File: config.mk
export PLATFORM = sky130hd
export DESIGN_NAME = tbp_port
export DESIGN_NICKNAME = d
export VERILOG_FILES = /design/src/hw/tbp_pkg.sv /design/src/hw/tbp_axil_slave.sv /design/src/hw/tbp_pin_mux.sv /design/src/hw/tbp_port.sv
export SDC_FILE = /design/constraint.sdc
export NUM_CORES = 1
export LEC_CHECK = 0
export ABC_AREA = 1
export ABC_CLOCK_PERIOD_IN_PS = 1500
export BUFFER_PORTS_ARGS = -buffer_cell sky130_fd_sc_hd__buf_2
export CAP_MARGIN = 15
export CORE_ASPECT_RATIO = 2
export CORE_UTILIZATION = 33
export CTS_BUF_LIST = sky130_fd_sc_hd__clkbuf_2 sky130_fd_sc_hd__clkbuf_4 sky130_fd_sc_hd__clkbuf_8
export CTS_CLUSTER_DIAMETER = 50
export DETAILED_ROUTE_END_ITERATION = 10
export GPL_ROUTABILITY_DRIVEN = 0
export SETUP_SLACK_MARGIN = 0.3
export SLEW_MARGIN = 20
export SYNTH_ARGS = -nofsm -noshare
export SYNTH_HDL_FRONTEND = slang
export SYNTH_SLANG_ARGS = --single-unit
File: constraint.sdc
create_clock -name CLK -period 1.5 [get_ports CLK]
set_input_delay 0.15 -clock CLK [delete_from_list [all_inputs] [get_ports CLK]]
set_output_delay 0.15 -clock CLK [all_outputs]
set_load 0.05 [all_outputs]
File: src/hw/tbp_pkg.sv
package tbp_pkg;

    // register indexes; byte address is four times the index
    localparam logic [15:0] TBP_IDX_LATCH = 16'hffd5;
    localparam logic [15:0] TBP_IDX_DIR   = 16'hffe5;
    localparam logic [15:0] TBP_IDX_FSEL  = 16'hffff;
    localparam logic [15:0] TBP_IDX_SCTL  = 16'hffa8;
    localparam logic [15:0] TBP_IDX_SMODE = 16'hffa9;

    // values after reset
    localparam logic [7:0] TBP_LATCH_RST = 8'h00;
    localparam logic [7:0] TBP_DIR_RST   = 8'h00;
    localparam logic [7:0] TBP_FSEL_RST  = 8'hf8;
    localparam logic [7:0] TBP_SCTL_RST  = 8'h00;
    localparam logic [7:0] TBP_SMODE_RST = 8'h00;

    // the direction register always reads as all ones
    localparam logic [7:0] TBP_DIR_READ = 8'hff;

    // field positions
    localparam int TBP_FSEL_TXD_BIT  = 2;
    localparam int TBP_FSEL_POF_BIT  = 0;
    localparam int TBP_SCTL_RE_BIT   = 4;
    localparam int TBP_SCTL_CLOCK_SELECT_HIGH_BIT = 1;
    localparam int TBP_SCTL_CLOCK_SELECT_LOW_BIT = 0;
    localparam int TBP_SMODE_COM_BIT = 7;

    // pin numbers
    localparam int TBP_NPINS   = 3;
    localparam int TBP_PIN_TXD = 2;
    localparam int TBP_PIN_RXD = 1;
    localparam int TBP_PIN_SCK = 0;

    // bus answers
    localparam logic [1:0] TBP_RESP_OKAY   = 2'h0;
    localparam logic [1:0] TBP_RESP_SLVERR = 2'h2;

    // chip operating modes
    typedef enum logic [2:0] {
        TBP_PM_ACTIVE    = 3'b000,
        TBP_PM_SUBACTIVE = 3'b001,
        TBP_PM_SLEEP     = 3'b010,
        TBP_PM_SUBSLEEP  = 3'b011,
        TBP_PM_WATCH     = 3'b100,
        TBP_PM_STANDBY   = 3'b101
    } tbp_pmode_t;

    // pin function selection bits
    typedef struct packed {
        logic txd_sel;
        logic rx_en;
        logic clock_select_high;
        logic clock_select_low;
        logic synchronous_mode_select;
    } tbp_pin_cfg_t;

    // register write handed from the bus slave
    typedef struct packed {
        logic        en;
        logic [31:0] addr;
        logic [31:0] data;
        logic [3:0]  strb;
    } tbp_wr_req_t;

    // word address match against a register index
    function automatic logic tbp_hit(input logic [31:0] addr, input logic [15:0] idx);
        return addr == {14'h0, idx, 2'h0};
    endfunction

endpackage

File: src/hw/tbp_axil_slave.sv
`timescale 1ns/1ps
module tbp_axil_slave
    import tbp_pkg::*;
(
    input  wire logic        clk,
    input  wire logic        rst_n,
    input  wire logic        awvalid,
    output logic             awready,
    input  wire logic [31:0] awaddr,
    input  wire logic        wvalid,
    output logic             wready,
    input  wire logic [31:0] wdata,
    input  wire logic [3:0]  wstrb,
    output logic             bvalid,
    input  wire logic        bready,
    output logic [1:0]       bresp,
    input  wire logic        arvalid,
    output logic             arready,
    input  wire logic [31:0] araddr,
    output logic             rvalid,
    input  wire logic        rready,
    output logic [31:0]      rdata,
    output logic [1:0]       rresp,
    output tbp_wr_req_t      wr_req,
    input  wire logic        wr_ok,
    input  wire logic [31:0] rd_data,
    input  wire logic        rd_ok
);
    logic        aw_held_reg, w_held_reg, aw_held_next, w_held_next;
    logic [31:0] awaddr_reg, wdata_reg;
    logic [3:0]  wstrb_reg;
    logic        bvalid_next, rvalid_next;
    logic        aw_take, w_take, ar_take, wr_fire;

    assign aw_take = awvalid & awready;
    assign w_take  = wvalid & wready;
    assign ar_take = arvalid & arready;
    // write fires once both halves are held and the last answer is gone
    assign wr_fire = aw_held_reg & w_held_reg & ~bvalid;
    assign wr_req  = '{en: wr_fire, addr: awaddr_reg, data: wdata_reg, strb: wstrb_reg};

    assign aw_held_next = ~wr_fire & (aw_held_reg | aw_take);
    assign w_held_next  = ~wr_fire & (w_held_reg | w_take);
    assign bvalid_next  = wr_fire | (bvalid & ~bready);
    assign rvalid_next  = ar_take | (rvalid & ~rready);

    // readies are registered so the top sees them straight from flops
    always_ff @(posedge clk) begin
        if (!rst_n) begin
            aw_held_reg <= 1'b0;
            w_held_reg  <= 1'b0;
            awready     <= 1'b0;
            wready      <= 1'b0;
            bvalid      <= 1'b0;
            arready     <= 1'b0;
            rvalid      <= 1'b0;
        end else begin
            aw_held_reg <= aw_held_next;
            w_held_reg  <= w_held_next;
            awready     <= ~aw_held_next & ~bvalid_next;
            wready      <= ~w_held_next & ~bvalid_next;
            bvalid      <= bvalid_next;
            arready     <= ~rvalid_next;
            rvalid      <= rvalid_next;
        end
    end

    // payload capture and answers
    always_ff @(posedge clk) begin
        if (!rst_n) begin
            awaddr_reg <= 32'h0;
            wdata_reg  <= 32'h0;
            wstrb_reg  <= 4'h0;
            bresp      <= TBP_RESP_OKAY;
            rdata      <= 32'h0;
            rresp      <= TBP_RESP_OKAY;
        end else begin
            if (aw_take) awaddr_reg <= awaddr;
            if (w_take) begin
                wdata_reg <= wdata;
                wstrb_reg <= wstrb;
            end
            if (wr_fire) bresp <= wr_ok ? TBP_RESP_OKAY : TBP_RESP_SLVERR;
            if (ar_take) begin
                rdata <= rd_ok ? rd_data : 32'h0;
                rresp <= rd_ok ? TBP_RESP_OKAY : TBP_RESP_SLVERR;
            end
        end
    end

endmodule // tbp_axil_slave

File: src/hw/tbp_pin_mux.sv
`timescale 1ns/1ps
module tbp_pin_mux
    import tbp_pkg::*;
(
    input  tbp_pin_cfg_t     cfg,
    input  wire logic [2:0]  dir,
    input  wire logic [2:0]  latch,
    input  wire logic        tx_data,
    input  wire logic        sck_out,
    output logic [2:0]       out_next,
    output logic [2:0]       oe_next
);
    // general i/o first, then peripheral functions override it
    always_comb begin
        for (int i = 0; i < TBP_NPINS; i++) begin
            out_next[i] = latch[i];
            oe_next[i]  = dir[i];
        end
        if (cfg.txd_sel) begin
            out_next[TBP_PIN_TXD] = tx_data;
            oe_next[TBP_PIN_TXD]  = 1'b1;
        end
        if (cfg.rx_en) begin
            out_next[TBP_PIN_RXD] = 1'b0;
            oe_next[TBP_PIN_RXD]  = 1'b0;
        end
        if (cfg.clock_select_high) begin
            out_next[TBP_PIN_SCK] = 1'b0;
            oe_next[TBP_PIN_SCK]  = 1'b0;
        end else if (cfg.clock_select_low | cfg.synchronous_mode_select) begin
            out_next[TBP_PIN_SCK] = sck_out;
            oe_next[TBP_PIN_SCK]  = 1'b1;
        end
    end

endmodule // tbp_pin_mux

File: src/hw/tbp_port.sv
// The implementer's own choice: register access over AXI4-Lite.
`timescale 1ns/1ps
module tbp_port
    import tbp_pkg::*;
(
    input  wire logic        CLK,
    input  wire logic        RST_N,
    input  wire logic        AWVALID,
    output logic             AWREADY,
    input  wire logic [31:0] AWADDR,
    input  wire logic [2:0]  AWPROT,
    input  wire logic        WVALID,
    output logic             WREADY,
    input  wire logic [31:0] WDATA,
    input  wire logic [3:0]  WSTRB,
    output logic             BVALID,
    input  wire logic        BREADY,
    output logic [1:0]       BRESP,
    input  wire logic        ARVALID,
    output logic             ARREADY,
    input  wire logic [31:0] ARADDR,
    input  wire logic [2:0]  ARPROT,
    output logic             RVALID,
    input  wire logic        RREADY,
    output logic [31:0]      RDATA,
    output logic [1:0]       RRESP,
    input  tbp_pmode_t       POWER_MODE,
    input  wire logic        TX_DATA,
    input  wire logic        SCK_OUT,
    output logic             RX_DATA,
    output logic             SCK_IN,
    input  wire logic [2:0]  PIN_IN,
    output logic [2:0]       PIN_OUT,
    output logic [2:0]       PIN_OE
);

    // software state
    logic [2:0]   latch_reg;
    logic [2:0]   dir_reg;
    logic         txd_sel_reg;
    logic         pof_reg;
    logic         rx_en_reg;
    logic         clock_select_high_reg;
    logic         clock_select_low_reg;
    logic         com_reg;

    // pin and serial side flops
    logic         rx_data_reg;
    logic         sck_in_reg;
    logic [2:0]   pin_out_reg;
    logic [2:0]   pin_oe_reg;

    // bus plumbing
    tbp_wr_req_t  wr_req;
    logic         wr_ok;
    logic         wr_lane;
    logic [31:0]  rd_data;
    logic         rd_ok;
    logic [2:0]   rd_pins;
    logic [7:0]   wbyte;

    // pin mux results
    tbp_pin_cfg_t pin_cfg;
    logic [2:0]   mux_out;
    logic [2:0]   mux_oe;

    // protection bits carry no meaning for this port
    logic         prot_unused;
    assign prot_unused = ^{AWPROT, ARPROT};

    tbp_axil_slave u_slave (
        .clk     (CLK),
        .rst_n   (RST_N),
        .awvalid (AWVALID),
        .awready (AWREADY),
        .awaddr  (AWADDR),
        .wvalid  (WVALID),
        .wready  (WREADY),
        .wdata   (WDATA),
        .wstrb   (WSTRB),
        .bvalid  (BVALID),
        .bready  (BREADY),
        .bresp   (BRESP),
        .arvalid (ARVALID),
        .arready (ARREADY),
        .araddr  (ARADDR),
        .rvalid  (RVALID),
        .rready  (RREADY),
        .rdata   (RDATA),
        .rresp   (RRESP),
        .wr_req  (wr_req),
        .wr_ok   (wr_ok),
        .rd_data (rd_data),
        .rd_ok   (rd_ok)
    );

    // only lane 0 carries register data; other lanes are dropped
    assign wbyte   = wr_req.data[7:0];
    assign wr_lane = wr_req.en & wr_req.strb[0];

    // write decode, an unmapped address answers with an error
    always_comb begin
        if (tbp_hit(wr_req.addr, TBP_IDX_LATCH)) begin
            wr_ok = 1'b1;
        end else if (tbp_hit(wr_req.addr, TBP_IDX_DIR)) begin
            wr_ok = 1'b1;
        end else if (tbp_hit(wr_req.addr, TBP_IDX_FSEL)) begin
            wr_ok = 1'b1;
        end else if (tbp_hit(wr_req.addr, TBP_IDX_SCTL)) begin
            wr_ok = 1'b1;
        end else if (tbp_hit(wr_req.addr, TBP_IDX_SMODE)) begin
            wr_ok = 1'b1;
        end else begin
            wr_ok = 1'b0;
        end
    end

    // port latch and direction; upper bits are not stored at all
    always_ff @(posedge CLK) begin
        if (!RST_N) begin
            latch_reg <= TBP_LATCH_RST[2:0];
            dir_reg   <= TBP_DIR_RST[2:0];
        end else if (wr_lane) begin
            if (tbp_hit(wr_req.addr, TBP_IDX_LATCH)) latch_reg <= wbyte[2:0];
            if (tbp_hit(wr_req.addr, TBP_IDX_DIR)) dir_reg <= wbyte[2:0];
        end
    end

    // function select, serial control and serial mode bits
    always_ff @(posedge CLK) begin
        if (!RST_N) begin
            txd_sel_reg <= TBP_FSEL_RST[TBP_FSEL_TXD_BIT];
            pof_reg     <= TBP_FSEL_RST[TBP_FSEL_POF_BIT];
            rx_en_reg   <= TBP_SCTL_RST[TBP_SCTL_RE_BIT];
            clock_select_high_reg    <= TBP_SCTL_RST[TBP_SCTL_CLOCK_SELECT_HIGH_BIT];
            clock_select_low_reg    <= TBP_SCTL_RST[TBP_SCTL_CLOCK_SELECT_LOW_BIT];
            com_reg     <= TBP_SMODE_RST[TBP_SMODE_COM_BIT];
        end else if (wr_lane) begin
            if (tbp_hit(wr_req.addr, TBP_IDX_FSEL)) begin
                txd_sel_reg <= wbyte[TBP_FSEL_TXD_BIT];
                pof_reg     <= wbyte[TBP_FSEL_POF_BIT];
            end
            if (tbp_hit(wr_req.addr, TBP_IDX_SCTL)) begin
                rx_en_reg <= wbyte[TBP_SCTL_RE_BIT];
                clock_select_high_reg  <= wbyte[TBP_SCTL_CLOCK_SELECT_HIGH_BIT];
                clock_select_low_reg  <= wbyte[TBP_SCTL_CLOCK_SELECT_LOW_BIT];
            end
            if (tbp_hit(wr_req.addr, TBP_IDX_SMODE)) com_reg <= wbyte[TBP_SMODE_COM_BIT];
        end
    end

    // output pins show the latch, inputs show the live level
    assign rd_pins = (dir_reg & latch_reg) | (~dir_reg & PIN_IN);

    // read decode; the slave registers this at the address handshake,
    // so the pin level is sampled on that same edge
    always_comb begin
        rd_ok   = 1'b1;
        rd_data = 32'h0;
        if (tbp_hit(ARADDR, TBP_IDX_LATCH)) begin
            rd_data = {29'h0, rd_pins};
        end else if (tbp_hit(ARADDR, TBP_IDX_DIR)) begin
            rd_data = {24'h0, TBP_DIR_READ};
        end else if (tbp_hit(ARADDR, TBP_IDX_FSEL)) begin
            rd_data = {24'h0, TBP_FSEL_RST[7:3], txd_sel_reg, 1'b0, pof_reg};
        end else if (tbp_hit(ARADDR, TBP_IDX_SCTL)) begin
            rd_data[TBP_SCTL_RE_BIT]   = rx_en_reg;
            rd_data[TBP_SCTL_CLOCK_SELECT_HIGH_BIT] = clock_select_high_reg;
            rd_data[TBP_SCTL_CLOCK_SELECT_LOW_BIT] = clock_select_low_reg;
        end else if (tbp_hit(ARADDR, TBP_IDX_SMODE)) begin
            rd_data[TBP_SMODE_COM_BIT] = com_reg;
        end else begin
            rd_ok = 1'b0;
        end
    end

    assign pin_cfg = '{txd_sel: txd_sel_reg, rx_en: rx_en_reg, clock_select_high: clock_select_high_reg,
                       clock_select_low: clock_select_low_reg, synchronous_mode_select: com_reg};

    // peripheral assignment overrides latch and direction
    tbp_pin_mux u_mux (
        .cfg      (pin_cfg),
        .dir      (dir_reg),
        .latch    (latch_reg),
        .tx_data  (TX_DATA),
        .sck_out  (SCK_OUT),
        .out_next (mux_out),
        .oe_next  (mux_oe)
    );

    // pin drivers follow the power mode; registering them costs a cycle
    // of latency but keeps glitches off the board
    always_ff @(posedge CLK) begin
        if (!RST_N) begin
            pin_out_reg <= 3'h0;
            pin_oe_reg  <= 3'h0;
        end else begin
            case (POWER_MODE)
                TBP_PM_ACTIVE, TBP_PM_SUBACTIVE: begin
                    pin_out_reg <= mux_out;
                    pin_oe_reg  <= mux_oe;
                end
                TBP_PM_STANDBY: begin
                    pin_oe_reg <= 3'h0;
                end
                default: begin
                    pin_oe_reg <= pin_oe_reg;
                end
            endcase
        end
    end

    // serial side inputs; receive idles high so a disabled line looks idle
    always_ff @(posedge CLK) begin
        if (!RST_N) begin
            rx_data_reg <= 1'b1;
            sck_in_reg  <= 1'b0;
        end else begin
            rx_data_reg <= rx_en_reg ? PIN_IN[TBP_PIN_RXD] : 1'b1;
            sck_in_reg  <= clock_select_high_reg ? PIN_IN[TBP_PIN_SCK] : 1'b0;
        end
    end

    assign PIN_OUT = pin_out_reg;
    assign PIN_OE  = pin_oe_reg;
    assign RX_DATA = rx_data_reg;
    assign SCK_IN  = sck_in_reg;

    // a functional mode, used by the checks below
    logic functional;
    assign functional = (POWER_MODE == TBP_PM_ACTIVE) || (POWER_MODE == TBP_PM_SUBACTIVE);

    latch_read_a: assert property (@(posedge CLK) disable iff (!RST_N)
        (ARVALID && ARREADY && tbp_hit(ARADDR, TBP_IDX_LATCH))
        |=> RVALID && RDATA[31:3] == 29'h0
            && (RDATA[2:0] & $past(dir_reg)) == ($past(latch_reg) & $past(dir_reg)))
        else $error("latch read returned wrong value");

    pin_sense_a: assert property (@(posedge CLK) disable iff (!RST_N)
        (ARVALID && ARREADY && tbp_hit(ARADDR, TBP_IDX_LATCH) && dir_reg == 3'h0)
        |=> RDATA[2:0] == $past(PIN_IN))
        else $error("input pin level not read back");

    dir_read_a: assert property (@(posedge CLK) disable iff (!RST_N)
        (ARVALID && ARREADY && tbp_hit(ARADDR, TBP_IDX_DIR))
        |=> RDATA == 32'h0000_00ff && RRESP == TBP_RESP_OKAY)
        else $error("direction read not all ones");

    reset_clear_a: assert property (@(posedge CLK)
        !RST_N |=> latch_reg == 3'h0 && dir_reg == 3'h0 && PIN_OE == 3'h0)
        else $error("reset did not clear port");

    gpio_drive_a: assert property (@(posedge CLK) disable iff (!RST_N)
        (functional && !txd_sel_reg && dir_reg[TBP_PIN_TXD])
        |=> PIN_OE[TBP_PIN_TXD] && PIN_OUT[TBP_PIN_TXD] == $past(latch_reg[TBP_PIN_TXD]))
        else $error("output pin not driving latch");

    write_effect_a: assert property (@(posedge CLK) disable iff (!RST_N)
        (wr_lane && tbp_hit(wr_req.addr, TBP_IDX_DIR) && functional && !txd_sel_reg
         && !rx_en_reg && !clock_select_high_reg && !clock_select_low_reg && !com_reg)
        ##1 functional |=> PIN_OE == $past(dir_reg))
        else $error("direction write not on pins next cycle");

    txd_pin_a: assert property (@(posedge CLK) disable iff (!RST_N)
        (functional && txd_sel_reg)
        |=> PIN_OE[TBP_PIN_TXD] && PIN_OUT[TBP_PIN_TXD] == $past(TX_DATA))
        else $error("transmit pin not driven");

    rx_pin_a: assert property (@(posedge CLK) disable iff (!RST_N)
        (functional && rx_en_reg)
        |=> !PIN_OE[TBP_PIN_RXD] && RX_DATA == $past(PIN_IN[TBP_PIN_RXD]))
        else $error("receive pin not an input");

    sck_in_a: assert property (@(posedge CLK) disable iff (!RST_N)
        (functional && clock_select_high_reg) |=> !PIN_OE[TBP_PIN_SCK] && SCK_IN == $past(PIN_IN[0]))
        else $error("clock pin not an input");

    sck_out_a: assert property (@(posedge CLK) disable iff (!RST_N)
        (functional && !clock_select_high_reg && (clock_select_low_reg || com_reg))
        |=> PIN_OE[TBP_PIN_SCK] && PIN_OUT[TBP_PIN_SCK] == $past(SCK_OUT))
        else $error("clock pin not driving");

    standby_hiz_a: assert property (@(posedge CLK) disable iff (!RST_N)
        (POWER_MODE == TBP_PM_STANDBY) |=> PIN_OE == 3'h0)
        else $error("pins driven in standby");

    sleep_hold_a: assert property (@(posedge CLK) disable iff (!RST_N)
        (POWER_MODE inside {TBP_PM_SLEEP, TBP_PM_SUBSLEEP, TBP_PM_WATCH})
        |=> $stable(PIN_OE) && $stable(PIN_OUT))
        else $error("pins changed in a hold mode");

endmodule // tbp_port

==> impl_metrics.env <==
export IMPL_start_util_pct=34.0
export IMPL_grt_max_degree=56
export IMPL_core_um2=10500
export IMPL_powerDensity_nw_per_um2=1010
export IMPL_ant_nets=0
export IMPL_layout_drive_gt1_share_pct=29.9
export IMPL_vias=3443
export IMPL_synth_seq_cells=73
export IMPL_viasPerCell=4.41
export IMPL_fin_nets=759
export IMPL_finalWirelength_um=8660
export IMPL_diodes=0
export IMPL_drv_slew=0
export IMPL_clockRootBuffer="clkbuf_8"
export IMPL_track_usage_pct=15.9
export IMPL_rsz0062_at_grt="true"
export IMPL_vdd_drop_max_mv=0.737
export IMPL_fin_skew_ps=9.47
export IMPL_cts_sinks=73
export IMPL_final_area_um2=4620
export IMPL_syn_instance_count=522
export IMPL_synth_cell_type_count=31
export IMPL_cts_tree="built"
export IMPL_htreeDepth=3
export IMPL_ys_seq_area_share_pct=40.7
export IMPL_firstDrtPassIters=5
export IMPL_die_h_um=150
export IMPL_nFillCells=1111
export IMPL_pre_cts_ws_ps=-50.8
export IMPL_critPathMaxFanout=6
export IMPL_io_buffers=107
export IMPL_avgSynthCellArea_um2=6.88
export IMPL_drtIter0Drc=115
export IMPL_cts_inserted_buffers=9
export IMPL_synth_warnings=0
export IMPL_path_class="reg -> reg"
export IMPL_dp_hpwl_um=6930
export IMPL_drv_cap=0
export IMPL_end_kind="flip-flop"
export IMPL_async_reset_ff_share_pct=0
export IMPL_drt_wirelength_per_cell_um=11.1
export IMPL_crit_required_ps=1790
export IMPL_place_area_um2=4220
export IMPL_layout_setup_ws_ps=76.7
export IMPL_antenna_found_initial=0
export IMPL_synthFlopType="dfxtp_1"
export IMPL_setup_violations=0
export IMPL_syn_area_um2=3590
export IMPL_power_leakage_nw=2.12
export IMPL_die_area_um2=11300
export IMPL_chipWidth_um=75.8
export IMPL_layout_common_cells="buf_2 (104), nand2_1 (82), nor2_1 (72)"
export IMPL_hp_class="in -> reg"
export IMPL_power_mw=4.67
export IMPL_clock_latency_ps=360
export IMPL_status="finished, final reports clean"
export IMPL_regArea_um2=1480
export IMPL_clk_pin_slew_ps=80
export IMPL_cts_buffer_depth=2
export IMPL_final_common_cell="buf_2"
export IMPL_post_route_min_period_ps=1420
export IMPL_finalHoldViolations=0
export IMPL_largest_reg_flops=32
export IMPL_period_share_pct=94.9
export IMPL_multi_input_area_um2=1760
export IMPL_grt_overflow_total=0
export IMPL_drc_errors=0
export IMPL_grt_pass1_wl_um=13400
export IMPL_synth_edff_count=0
export IMPL_cp_start_kind="flip-flop"
export IMPL_rows=53
export IMPL_first_global_vias=3081
export IMPL_pin_count=170
export IMPL_syn2layout_area_growth_pct=28.6
export IMPL_arrival_ps=1720
export IMPL_clock_fmax_ghz=0.703
cell type report:
type / instances / share of cell area (%)
multi-input combinational: 358 / 38.1
sequential: 73 / 32.1
clock buffer: 9 / 2.68
tap: 137 / 3.71
inverter: 72 / 5.88
timing repair buffer: 124 / 15.0
clock inverter: 7 / 2.55
per-layer routing:
layer	vias to the layer above	share of wire [%]	GRT usage [%]
li1	1840	-	-
met1	1493	36	15.3
met2	97	57	29.9
met3	13	5.0	4.04
met4	0	1.9	6.85
met5	-	0	0
repair_timing:
| item | in CTS | in global routing |
|---|---|---|
| setup endpoints to repair | 14 | 18 |
| hold buffers | 1 | 0 |
| pin swaps | 11 | 11 |
| buffers inserted | 2 | 2 |
| endpoints found under the hold margin | 1 | 0 |
| resized for setup | 23 | 18 |
cell families after synthesis:
group / share of synthesized area, %
buffers and inverters: 15.5
and+or+nand+nor: 29.5
AOI/OAI and AO/OA: 13.9
DFF: 40.7
muxes: 0.314
other: 0.104
Yosys cell counts (2+ instances only):
cell,instances,area (µm²)
dfxtp_1,73,1460
nor3_1,7,35.0
nand4_1,11,68.8
a211oi_1,2,15.0
nand3_2,3,30.0
inv_2,3,11.3
inv_1,68,255
nand3_1,30,150
o21ai_0,45,225
nor2_4,3,33.8
clkbuf_1,12,45.0
buf_4,30,225
nor2_2,5,31.3
nor2_1,77,289
a21oi_1,46,230
nand2_1,90,338
o211ai_1,2,15.0
nor4_1,2,12.5
path summary, 6_finish.rpt:
path                                                           from                    endpoint  slack, ps  cells after the start
worst min register to register       u_slave.aw_held_reg$_SDFF_PN0_  u_slave.awready$_SDFF_PN0_        420                      1
worst max register to register  u_slave.awaddr_reg[26]$_SDFFE_PN0P_   latch_reg[2]$_SDFFE_PN0P_         80                     10
worst min-delay path                                      PIN_IN[0]           SCK_IN$_SDFF_PN0_         30                      3
worst max-delay path            u_slave.awaddr_reg[26]$_SDFFE_PN0P_   latch_reg[2]$_SDFFE_PN0P_         80                     10
critical path: stages (launching register included):
cell     delay, ps
dfxtp_2        330
nor2_1         100
nand3_1         80
nor2_2         170
buf_6          130
nand3_4         80
nor2_4         130
nand3_4        110
nand2_1         90
nand2_1         40
nor2_1          80
where the power goes:
| part | switching (mW) | leakage, nW | internal [mW] |
|---|---|---|---|
| logic | 0.485 | 1.39 | 0.229 |
| clock network | 0.754 | 0.124 | 1.11 |
| registers | 0.0575 | 0.600 | 2.04 |
per-stage QoR:
stage / hold WS, ps / utilization, % / setup TNS [ps] / instances
after floorplan: 253 / - / 0 / 547
after global placement: 359 / 40.0 / -102 / 759
final: 27.0 / 43.8 / 0 / 780
after detailed placement: 359 / 40.0 / -214 / 759
after global routing: 23.7 / 43.8 / -90.8 / 780
after CTS: 14.9 / 43.2 / 0 / 778
Note: power is estimated with default switching activity, not from simulation.
